[src/verilog/phy_ctl_pkg.sv]
// constants for the per-port phy basic control register
// assumes a 16-bit management word and one system clock
package phy_ctl_pkg;
  localparam int  REG_W           = 16;
  localparam int  BIT_SOFT_RESET  = 15;
  localparam int  BIT_LOOPBACK    = 14;
  localparam int  BIT_SPEED       = 13;
  localparam int  BIT_AN_ENABLE   = 12;
  localparam int  BIT_POWER_DOWN  = 11;
  localparam int  BIT_AN_RESTART  = 9;
  localparam int  BIT_DUPLEX      = 8;
  localparam int  BIT_COL_TEST    = 7;
  localparam logic [15:0] WRITABLE_MASK = 16'hF980;
  localparam logic [4:0]  CTL_INDEX     = 5'h00;
  // negotiation stand-in length in cycles
  localparam int  AN_CYCLES       = 16;
  localparam logic [1:0] SYNC_RESET = 2'h0;
  // strap defaults are valid after two sync stages and one register
  localparam int  STRAP_SETTLE    = 3;
endpackage

[src/verilog/strap_sync.sv]
// two-flop synchroniser for strap and pin inputs
// assumes one system clock and async active-low reset
`timescale 1ns/1ns
module strap_sync #(
  parameter int W = 3
) (
  input  wire logic         clk_sys_in,
  input  wire logic         rst_n_in,
  input  wire logic [W-1:0] d_in,
  output logic      [W-1:0] q_out
);
  logic [W-1:0] stage1;
  logic [W-1:0] next_stage1;
  logic [W-1:0] next_q;

  // first stage feeds only the second
  always_comb begin
    next_stage1 = d_in;
    next_q      = stage1;
  end

  always_ff @(posedge clk_sys_in or negedge rst_n_in) begin
    if (!rst_n_in) begin
      stage1 <= '0;
      q_out  <= '0;
    end else begin
      stage1 <= next_stage1;
      q_out  <= next_q;
    end
  end
endmodule

[src/verilog/phy_basic_control_reg.sv]
// per-port phy basic control register, bits 15..0, with strap defaults
// assumes a management front end giving index, write strobe and data
// Summary of operation
// - forced speed bit picks 100 or 10
// - autoneg enable overrides forced speed and duplex
// - power down bit, reset value zero
// - negotiation finish sets status complete flag
// - restart bit self clears, reads zero
// - forced duplex bit picks full or half
// - collision test asserts collision while transmitting
// - speed default is autoneg or speed strap
// - autoneg default is autoneg strap
// - duplex default is not autoneg and duplex strap
// - soft reset restores defaults then clears
// - loopback returns fabric transmit to receive
// - loader rewrites whole register after reset/reload
`timescale 1ns/1ns
module phy_basic_control_reg #(
  parameter int AN_LEN = phy_ctl_pkg::AN_CYCLES
) (
  input  wire logic        clk_sys_in,
  input  wire logic        rst_n_in,
  input  wire logic        autoneg_strap_in,
  input  wire logic        speed_strap_in,
  input  wire logic        duplex_strap_in,
  input  wire logic [4:0]  reg_index_in,
  input  wire logic        reg_write_in,
  input  wire logic [15:0] reg_wdata_in,
  output logic      [15:0] reg_rdata_out,
  input  wire logic        loader_write_in,
  input  wire logic [15:0] loader_data_in,
  input  wire logic        fabric_tx_en_in,
  output logic             fabric_rx_loop_out,
  output logic             fabric_col_out,
  output logic             line_tx_en_out,
  output logic             link_speed_100_out,
  output logic             link_full_duplex_out,
  output logic             autoneg_active_out,
  output logic             phy_power_down_out,
  output logic             autoneg_complete_out
);
  typedef enum logic [1:0] {
    ST_STRAP = 2'b00,
    ST_RUN   = 2'b01,
    ST_NEG   = 2'b11
  } ctl_state_t;

  logic [2:0]  straps;
  logic [15:0] ctl;
  logic [15:0] next_ctl;
  logic [15:0] strap_default;
  logic [15:0] next_strap_default;
  ctl_state_t  state;
  ctl_state_t  next_state;
  logic [15:0] an_count;
  logic [15:0] next_an_count;
  logic        an_done;
  logic        next_an_done;
  logic        next_col;
  logic        next_loop;
  logic        next_line_tx;
  logic        host_wr;
  logic [1:0]  settle;
  logic [1:0]  next_settle;

  // straps come from pins, so they are synchronised first
  strap_sync #(
    .W(3)
  ) u_strap_sync (
    .clk_sys_in (clk_sys_in),
    .rst_n_in   (rst_n_in),
    .d_in       ({autoneg_strap_in, speed_strap_in, duplex_strap_in}),
    .q_out      (straps)
  );

  assign host_wr = reg_write_in && (reg_index_in == phy_ctl_pkg::CTL_INDEX);

  // strap defaults, tracked from the synchronised straps
  always_comb begin
    next_strap_default = '0;
    next_strap_default[phy_ctl_pkg::BIT_SPEED] =
      straps[2] | straps[1];
    next_strap_default[phy_ctl_pkg::BIT_AN_ENABLE] = straps[2];
    next_strap_default[phy_ctl_pkg::BIT_DUPLEX] =
      ~straps[2] & straps[0];
  end

  // control register next value
  always_comb begin
    next_ctl = ctl;
    // restart bit is never stored; it acts straight from the write data
    next_ctl[phy_ctl_pkg::BIT_AN_RESTART] = 1'b0;
    next_ctl[phy_ctl_pkg::BIT_SOFT_RESET] = 1'b0;
    next_state  = state;
    next_settle = settle;
    case (state)
      ST_STRAP: begin
        // hold until synced straps have reached the default register
        next_ctl = strap_default;
        if (settle == 2'(phy_ctl_pkg::STRAP_SETTLE)) begin
          next_state = ST_RUN;
        end else begin
          next_settle = settle + 2'h1;
        end
      end
      ST_RUN, ST_NEG: begin
        // neg marks a stand-in negotiation still in progress
        if (ctl[phy_ctl_pkg::BIT_AN_ENABLE] &&
            !ctl[phy_ctl_pkg::BIT_POWER_DOWN] && !an_done) begin
          next_state = ST_NEG;
        end else begin
          next_state = ST_RUN;
        end
        if (loader_write_in) begin
          next_ctl = loader_data_in & phy_ctl_pkg::WRITABLE_MASK;
          // soft reset is a command, never a stored loader bit
          next_ctl[phy_ctl_pkg::BIT_SOFT_RESET] = 1'b0;
        end else if (host_wr) begin
          if (reg_wdata_in[phy_ctl_pkg::BIT_SOFT_RESET]) begin
            next_ctl = strap_default;
          end else begin
            // reserved bits never stored
            next_ctl = reg_wdata_in & phy_ctl_pkg::WRITABLE_MASK;
            next_ctl[phy_ctl_pkg::BIT_AN_RESTART] = 1'b0;
          end
        end
      end
      default: begin
        next_state = ST_STRAP;
      end
    endcase
  end

  // negotiation stand-in: counts while enabled and powered, then completes
  always_comb begin
    next_an_count = an_count;
    next_an_done  = an_done;
    if (!ctl[phy_ctl_pkg::BIT_AN_ENABLE] ||
        ctl[phy_ctl_pkg::BIT_POWER_DOWN]) begin
      next_an_count = '0;
      next_an_done  = 1'b0;
    end else if (host_wr && reg_wdata_in[phy_ctl_pkg::BIT_AN_RESTART]) begin
      next_an_count = '0;
      next_an_done  = 1'b0;
    end else if (!an_done) begin
      if (an_count == 16'(AN_LEN - 1)) begin
        next_an_done = 1'b1;
      end else begin
        next_an_count = an_count + 16'h0001;
      end
    end
    // nothing counts until the strap defaults are in place
    if (state == ST_STRAP) begin
      next_an_count = '0;
      next_an_done  = 1'b0;
    end
  end

  // datapath: loopback and collision test
  always_comb begin
    next_loop    = ctl[phy_ctl_pkg::BIT_LOOPBACK] & fabric_tx_en_in;
    next_line_tx = ~ctl[phy_ctl_pkg::BIT_LOOPBACK] & fabric_tx_en_in &
                   ~ctl[phy_ctl_pkg::BIT_POWER_DOWN];
    next_col     = ctl[phy_ctl_pkg::BIT_COL_TEST] & fabric_tx_en_in;
  end

  always_ff @(posedge clk_sys_in or negedge rst_n_in) begin
    if (!rst_n_in) begin
      ctl                <= '0;
      strap_default      <= '0;
      state              <= ST_STRAP;
      settle             <= phy_ctl_pkg::SYNC_RESET;
      an_count           <= '0;
      an_done            <= 1'b0;
      fabric_rx_loop_out <= 1'b0;
      line_tx_en_out     <= 1'b0;
      fabric_col_out     <= 1'b0;
    end else begin
      ctl                <= next_ctl;
      strap_default      <= next_strap_default;
      state              <= next_state;
      settle             <= next_settle;
      an_count           <= next_an_count;
      an_done            <= next_an_done;
      fabric_rx_loop_out <= next_loop;
      line_tx_en_out     <= next_line_tx;
      fabric_col_out     <= next_col;
    end
  end

  // read path: reserved and self-clearing bits read zero
  assign reg_rdata_out = ctl & phy_ctl_pkg::WRITABLE_MASK;
  // forced settings only count with negotiation off
  assign link_speed_100_out = ctl[phy_ctl_pkg::BIT_AN_ENABLE] ? an_done :
                              ctl[phy_ctl_pkg::BIT_SPEED];
  assign link_full_duplex_out = ctl[phy_ctl_pkg::BIT_AN_ENABLE] ? an_done :
                                ctl[phy_ctl_pkg::BIT_DUPLEX];
  assign autoneg_active_out = ctl[phy_ctl_pkg::BIT_AN_ENABLE];
  assign phy_power_down_out = ctl[phy_ctl_pkg::BIT_POWER_DOWN];
  assign autoneg_complete_out = an_done;

  property p_col_test;
    @(posedge clk_sys_in) disable iff (!rst_n_in)
    ctl[phy_ctl_pkg::BIT_COL_TEST] && fabric_tx_en_in |=> fabric_col_out;
  endproperty
  a_col_test: assert property (p_col_test)
    else $error("collision not shown in test mode");

  property p_restart_zero;
    @(posedge clk_sys_in) disable iff (!rst_n_in)
    reg_rdata_out[phy_ctl_pkg::BIT_AN_RESTART] == 1'b0;
  endproperty
  a_restart_zero: assert property (p_restart_zero)
    else $error("restart bit read as one");

  property p_reserved_zero;
    @(posedge clk_sys_in) disable iff (!rst_n_in)
    (reg_rdata_out & ~phy_ctl_pkg::WRITABLE_MASK) == 16'h0000;
  endproperty
  a_reserved_zero: assert property (p_reserved_zero)
    else $error("reserved bits read nonzero");

  property p_forced_speed;
    @(posedge clk_sys_in) disable iff (!rst_n_in)
    !ctl[phy_ctl_pkg::BIT_AN_ENABLE] |->
      link_speed_100_out == ctl[phy_ctl_pkg::BIT_SPEED];
  endproperty
  a_forced_speed: assert property (p_forced_speed)
    else $error("forced speed not applied");

  property p_forced_duplex;
    @(posedge clk_sys_in) disable iff (!rst_n_in)
    !ctl[phy_ctl_pkg::BIT_AN_ENABLE] |->
      link_full_duplex_out == ctl[phy_ctl_pkg::BIT_DUPLEX];
  endproperty
  a_forced_duplex: assert property (p_forced_duplex)
    else $error("forced duplex not applied");

  property p_loop_blocks_line;
    @(posedge clk_sys_in) disable iff (!rst_n_in)
    ctl[phy_ctl_pkg::BIT_LOOPBACK] && fabric_tx_en_in |=>
      fabric_rx_loop_out && !line_tx_en_out;
  endproperty
  a_loop_blocks_line: assert property (p_loop_blocks_line)
    else $error("loopback leaked to line");

  property p_strap_load;
    @(posedge clk_sys_in) disable iff (!rst_n_in)
    state == ST_STRAP |=> ctl == $past(strap_default);
  endproperty
  a_strap_load: assert property (p_strap_load)
    else $error("strap default not loaded");

  property p_loader;
    @(posedge clk_sys_in) disable iff (!rst_n_in)
    loader_write_in && state != ST_STRAP |=>
      reg_rdata_out == ($past(loader_data_in) & phy_ctl_pkg::WRITABLE_MASK &
                        ~(16'h0001 << phy_ctl_pkg::BIT_SOFT_RESET));
  endproperty
  a_loader: assert property (p_loader)
    else $error("loader value not taken");

  property p_soft_reset_zero;
    @(posedge clk_sys_in) disable iff (!rst_n_in)
    reg_rdata_out[phy_ctl_pkg::BIT_SOFT_RESET] == 1'b0;
  endproperty
  a_soft_reset_zero: assert property (p_soft_reset_zero)
    else $error("soft reset bit read as one");

  property p_host_write;
    @(posedge clk_sys_in) disable iff (!rst_n_in)
    host_wr && !loader_write_in && state != ST_STRAP &&
      !reg_wdata_in[phy_ctl_pkg::BIT_SOFT_RESET] |=>
      reg_rdata_out == ($past(reg_wdata_in) & phy_ctl_pkg::WRITABLE_MASK);
  endproperty
  a_host_write: assert property (p_host_write)
    else $error("host write not stored as masked");

  property p_soft_reset_load;
    @(posedge clk_sys_in) disable iff (!rst_n_in)
    host_wr && !loader_write_in && state != ST_STRAP &&
      reg_wdata_in[phy_ctl_pkg::BIT_SOFT_RESET] |=>
      ctl == $past(strap_default);
  endproperty
  a_soft_reset_load: assert property (p_soft_reset_load)
    else $error("soft reset did not restore defaults");

  property p_autoneg_override;
    @(posedge clk_sys_in) disable iff (!rst_n_in)
    ctl[phy_ctl_pkg::BIT_AN_ENABLE] |->
      link_speed_100_out == an_done && link_full_duplex_out == an_done;
  endproperty
  a_autoneg_override: assert property (p_autoneg_override)
    else $error("forced bits leaked while negotiating");

  property p_an_gated;
    @(posedge clk_sys_in) disable iff (!rst_n_in)
    !ctl[phy_ctl_pkg::BIT_AN_ENABLE] || ctl[phy_ctl_pkg::BIT_POWER_DOWN]
      |=> !autoneg_complete_out;
  endproperty
  a_an_gated: assert property (p_an_gated)
    else $error("negotiation complete while off or powered down");

  property p_an_complete;
    @(posedge clk_sys_in) disable iff (!rst_n_in)
    state != ST_STRAP && ctl[phy_ctl_pkg::BIT_AN_ENABLE] &&
      !ctl[phy_ctl_pkg::BIT_POWER_DOWN] && !an_done &&
      an_count == 16'(AN_LEN - 1) &&
      !(host_wr && reg_wdata_in[phy_ctl_pkg::BIT_AN_RESTART]) |=>
      autoneg_complete_out;
  endproperty
  a_an_complete: assert property (p_an_complete)
    else $error("negotiation did not complete in time");

  property p_restart_clears;
    @(posedge clk_sys_in) disable iff (!rst_n_in)
    state != ST_STRAP && host_wr &&
      reg_wdata_in[phy_ctl_pkg::BIT_AN_RESTART] |=> !autoneg_complete_out;
  endproperty
  a_restart_clears: assert property (p_restart_clears)
    else $error("restart did not clear completion");

  property p_power_down_line;
    @(posedge clk_sys_in) disable iff (!rst_n_in)
    ctl[phy_ctl_pkg::BIT_POWER_DOWN] |=> !line_tx_en_out;
  endproperty
  a_power_down_line: assert property (p_power_down_line)
    else $error("line transmit during power down");
endmodule

[config.mk]
export PLATFORM = sky130hd
export DESIGN_NAME = phy_basic_control_reg
export DESIGN_NICKNAME = d
export VERILOG_FILES = /design/src/verilog/phy_ctl_pkg.sv /design/src/verilog/strap_sync.sv /design/src/verilog/phy_basic_control_reg.sv
export SDC_FILE = /design/constraint.sdc
export NUM_CORES = 1
export LEC_CHECK = 0
export BUFFER_PORTS_ARGS = -buffer_cell sky130_fd_sc_hd__buf_2
export CAP_MARGIN = 20
export CORE_MARGIN = 5
export CORE_UTILIZATION = 51
export DETAILED_ROUTE_END_ITERATION = 16
export PLACE_DENSITY_LB_ADDON = 0.3
export SETUP_SLACK_MARGIN = 0.02
export SKIP_LAST_GASP = 1
export SYNTH_ARGS = -nofsm -noshare
export SYNTH_HDL_FRONTEND = slang
export SYNTH_HIERARCHICAL = 1
export SYNTH_SLANG_ARGS = --single-unit
[constraint.sdc]
create_clock -name clk_sys_in -period 3.54 [get_ports clk_sys_in]
set_input_delay 0.708 -clock clk_sys_in [delete_from_list [all_inputs] [get_ports clk_sys_in]]
set_output_delay 0.708 -clock clk_sys_in [all_outputs]
set_load 0.01 [all_outputs]
==> qor.txt <==
status -> finished clean
clock share of power -> 38.9%
Mean Syn Cell Area -> 10.8 sq um
cts bufs inserted -> 5
Hold WS -> 359 ps
Antenna Cells -> 0
first drt pass iteration count -> 4
Final Core Density -> 60.4%
clock-pin slew on the worst setup and hold paths -> 80 ps
post-route cell area -> 2190 sq um
max_cap viols -> 0
Die H -> 71.0 microns
Area growth, synth to finish -> 15.6%
fin nets -> 262
setup TNS -> 0 ps
crit-path max FO -> 6
Tmin final -> 1970 ps
I/O Pins -> 69
Mapped Cells -> 175
DRC -> 0
hold bufs inserted after CTS -> 0
Max Freq -> 0.509 GHz
Slew Viols, Final -> 0
vias -> 1408
buffer count from post-CTS setup fixing -> 0
switching pwr -> 0.000242 W
Rows -> 22
worst slew pin tran -> 815 ps
core area -> 3630 sq um
DRT antenna net count -> 0
critical path's slowest cell -> mux2_2
Tcrit/Tclk final -> 55.5%
RSZ-0062 raised after global routing -> false
starting density of the core -> 52.2%
overflow left after global routing -> 0
Fin. Hold Viols -> 0
CP endpoint kind -> register
post-synth top area share -> 51.5%
HPWL Detailed -> 2650 microns
1st-iter DRT viols -> 57
Post-Synthesis Cell Area -> 1900 sq um
switch share -> 25.0%
FILL cells -> 314
top-count cell post-synth -> dfrtp_1
Synth area leader -> dfrtp_1
final WL -> 3540 microns
root buffer cell -> clkbuf_8
Worst-Skew Late Latency -> 290 ps
EDFF count, synth -> 0
WP data arrival -> 2150 ps
PwrDens -> 441 nW/um^2
WS Path Type -> primary input to register
Clock H-tree levels -> 2
Clock Tree Buf Depth -> 2
Largest stage delay, worst path -> 370 ps
Max IR drop VDD -> 344 uV
Final GP Congestion -> 0.742
FFs w/ async S/R, synth -> 100%
clock tree from TritonCTS -> done
Seq cells post-synth -> 39
leakage -> 1.02 nW
final setup fails -> 0
clock sink count -> 39
Main synth FF type -> dfrtp_1
count of different cell masters after synthesis -> 52
largest net degree at the start of global routing -> 40
global-route wire length before repair -> 6020 microns
Comb pwr share -> 11.4%
Yosys warnings -> 6
cell-internal power -> 0.000726 W
Post-DP Area -> 2080 sq um
die width -> 71.0 microns
WP data required -> 3720 ps
Post-synth top cells -> dfrtp_1, buf_4, nand2_1
CP startpoint kind -> primary input
initial antenna violation count -> 0
via count of the first global-routing pass -> 1338
final clock skew -> 7.84 ps
Total Power -> 0.000968 W
Buffers on Ports -> 40
most area-consuming cells after synthesis -> dfrtp_1, buf_4, xor2_1
Flop pwr share -> 49.8%
drt wl/cell -> 13.4 microns
vias per inst -> 5.33
layout cells sized above 1 -> 25.9%
Hold WC Path Type -> register to register
Critical Path, Cell by Cell -> buf_2, nor4_4, a31oi_1, a21oi_2, mux2_2
GRT Overall Usage -> 15.0%
die area -> 5040 sq um
Slew headroom -> 45.7%
sequential area share after synthesis -> 51.5%
CTS resizes -> 0
-- placed cells by master (no fill, tap or decap), types with 2 or more instances in the layout --
cell and n:
o211ai_1 2, a22oi_1 2, or4_1 3, a32o_1 2
inv_1 6, and3b_1 2, ha_1 2, nor3b_1 2
nand4_1 5, o21ai_0 9, xor2_1 6, nand2b_1 4
a22o_1 5, buf_2 40, nor3_1 2, nand2_1 12
mux2_2 2, conb_1 10, and2_1 3, nand3_1 2
nor2_1 10, a221o_1 2, or3_1 4, dfrtp_1 39
a21oi_1 7, mux2i_1 3, clkbuf_8 5
-- critical path: cells and delay by family --
kind | cells | cell delay (ps)
AO/OA/AOI/OAI | 2 | 600
buffers and inverters | 1 | 120
multiplexers | 1 | 370
AND/OR/NAND/NOR | 1 | 350
-- metrics by stage --
stage / std cells / setup slack (ps)
global placement: 256 / 1290
floorplan: 184 / 1600
detailed placement: 256 / 1250
global route: 264 / 1510
finish: 264 / 1570
CTS: 264 / 1570
-- cell type report --
| class | instances | area [sq um] | area share [%] |
|---|---|---|---|
| Sequential cell | 39 | 976 | 44.5 |
| Multi-Input combinational cell | 123 | 818 | 37.3 |
| Timing Repair Buffer | 40 | 200 | 9.13 |
| Clock buffer | 5 | 68.8 | 3.14 |
| Tap cell | 48 | 60.1 | 2.74 |
| Clock inverter | 3 | 47.5 | 2.17 |
| Inverter | 6 | 22.5 | 1.03 |
-- power by group through the flow --
stage          logic (W)  registers [W]  clock network [W]
6_report        0.000110       0.000482           0.000376
5_1_grt         0.000123       0.000485           0.000406
4_1_cts         0.000112       0.000482           0.000384
3_5_place_dp    0.000112       0.000491                  0
3_3_place_gp    0.000110       0.000490                  0
2_1_floorplan  0.0000672       0.000494                  0
-- flip-flops by register name (all words and copies together) (netlist names), 2 cells and up --
register	flops
u_strap_sync/q_out	3
ctl	6
an_count	16
settle	2
state	2
u_strap_sync/next_q	3
strap_default	3
-- worst paths after layout --
check                                                 startpoint                              end  slack, ps  cells past startpoint
worst max-delay path                             reg_index_in[1]              ctl[12]$_DFFE_PN0P_       1570                      5
worst min-delay path            u_strap_sync/next_q[1]$_DFF_PN0_  u_strap_sync/q_out[1]$_DFF_PN0_        360                      0
worst max register to register              state[0]$_DFFE_PN0N_          an_count[7]$_DFFE_PN0P_       1650                      4
worst min register to register  u_strap_sync/next_q[1]$_DFF_PN0_  u_strap_sync/q_out[1]$_DFF_PN0_        360                      0
max in group asynchronous                               rst_n_in         an_count[11]$_DFFE_PN0P_       2520                      1
min in group asynchronous                               rst_n_in               ctl[7]$_DFFE_PN0P_        500                      1
-- cells by family after synthesis --
group | share of synthesized area, %
AO/OA/AOI/OAI | 13.5
XOR/XNOR | 3.23
adder cells (fa/ha/maj) | 1.32
buffers and inverters | 7.19
flip-flops | 51.5
multiplexers | 2.77
other | 0.198
AND/OR/NAND/NOR | 20.4
-- routing by layer --
| layer | global-route usage [%] | vias to the layer above | part of all wire, % |
|---|---|---|---|
| met5 | 0 | - | 0 |
| met2 | 24.2 | 32 | 49 |
| met4 | 4.38 | 0 | 1.1 |
| met1 | 18.9 | 676 | 43 |
| li1 | - | 696 | - |
| met3 | 5.26 | 4 | 6.8 |
(Power assumes the default switching activity.)
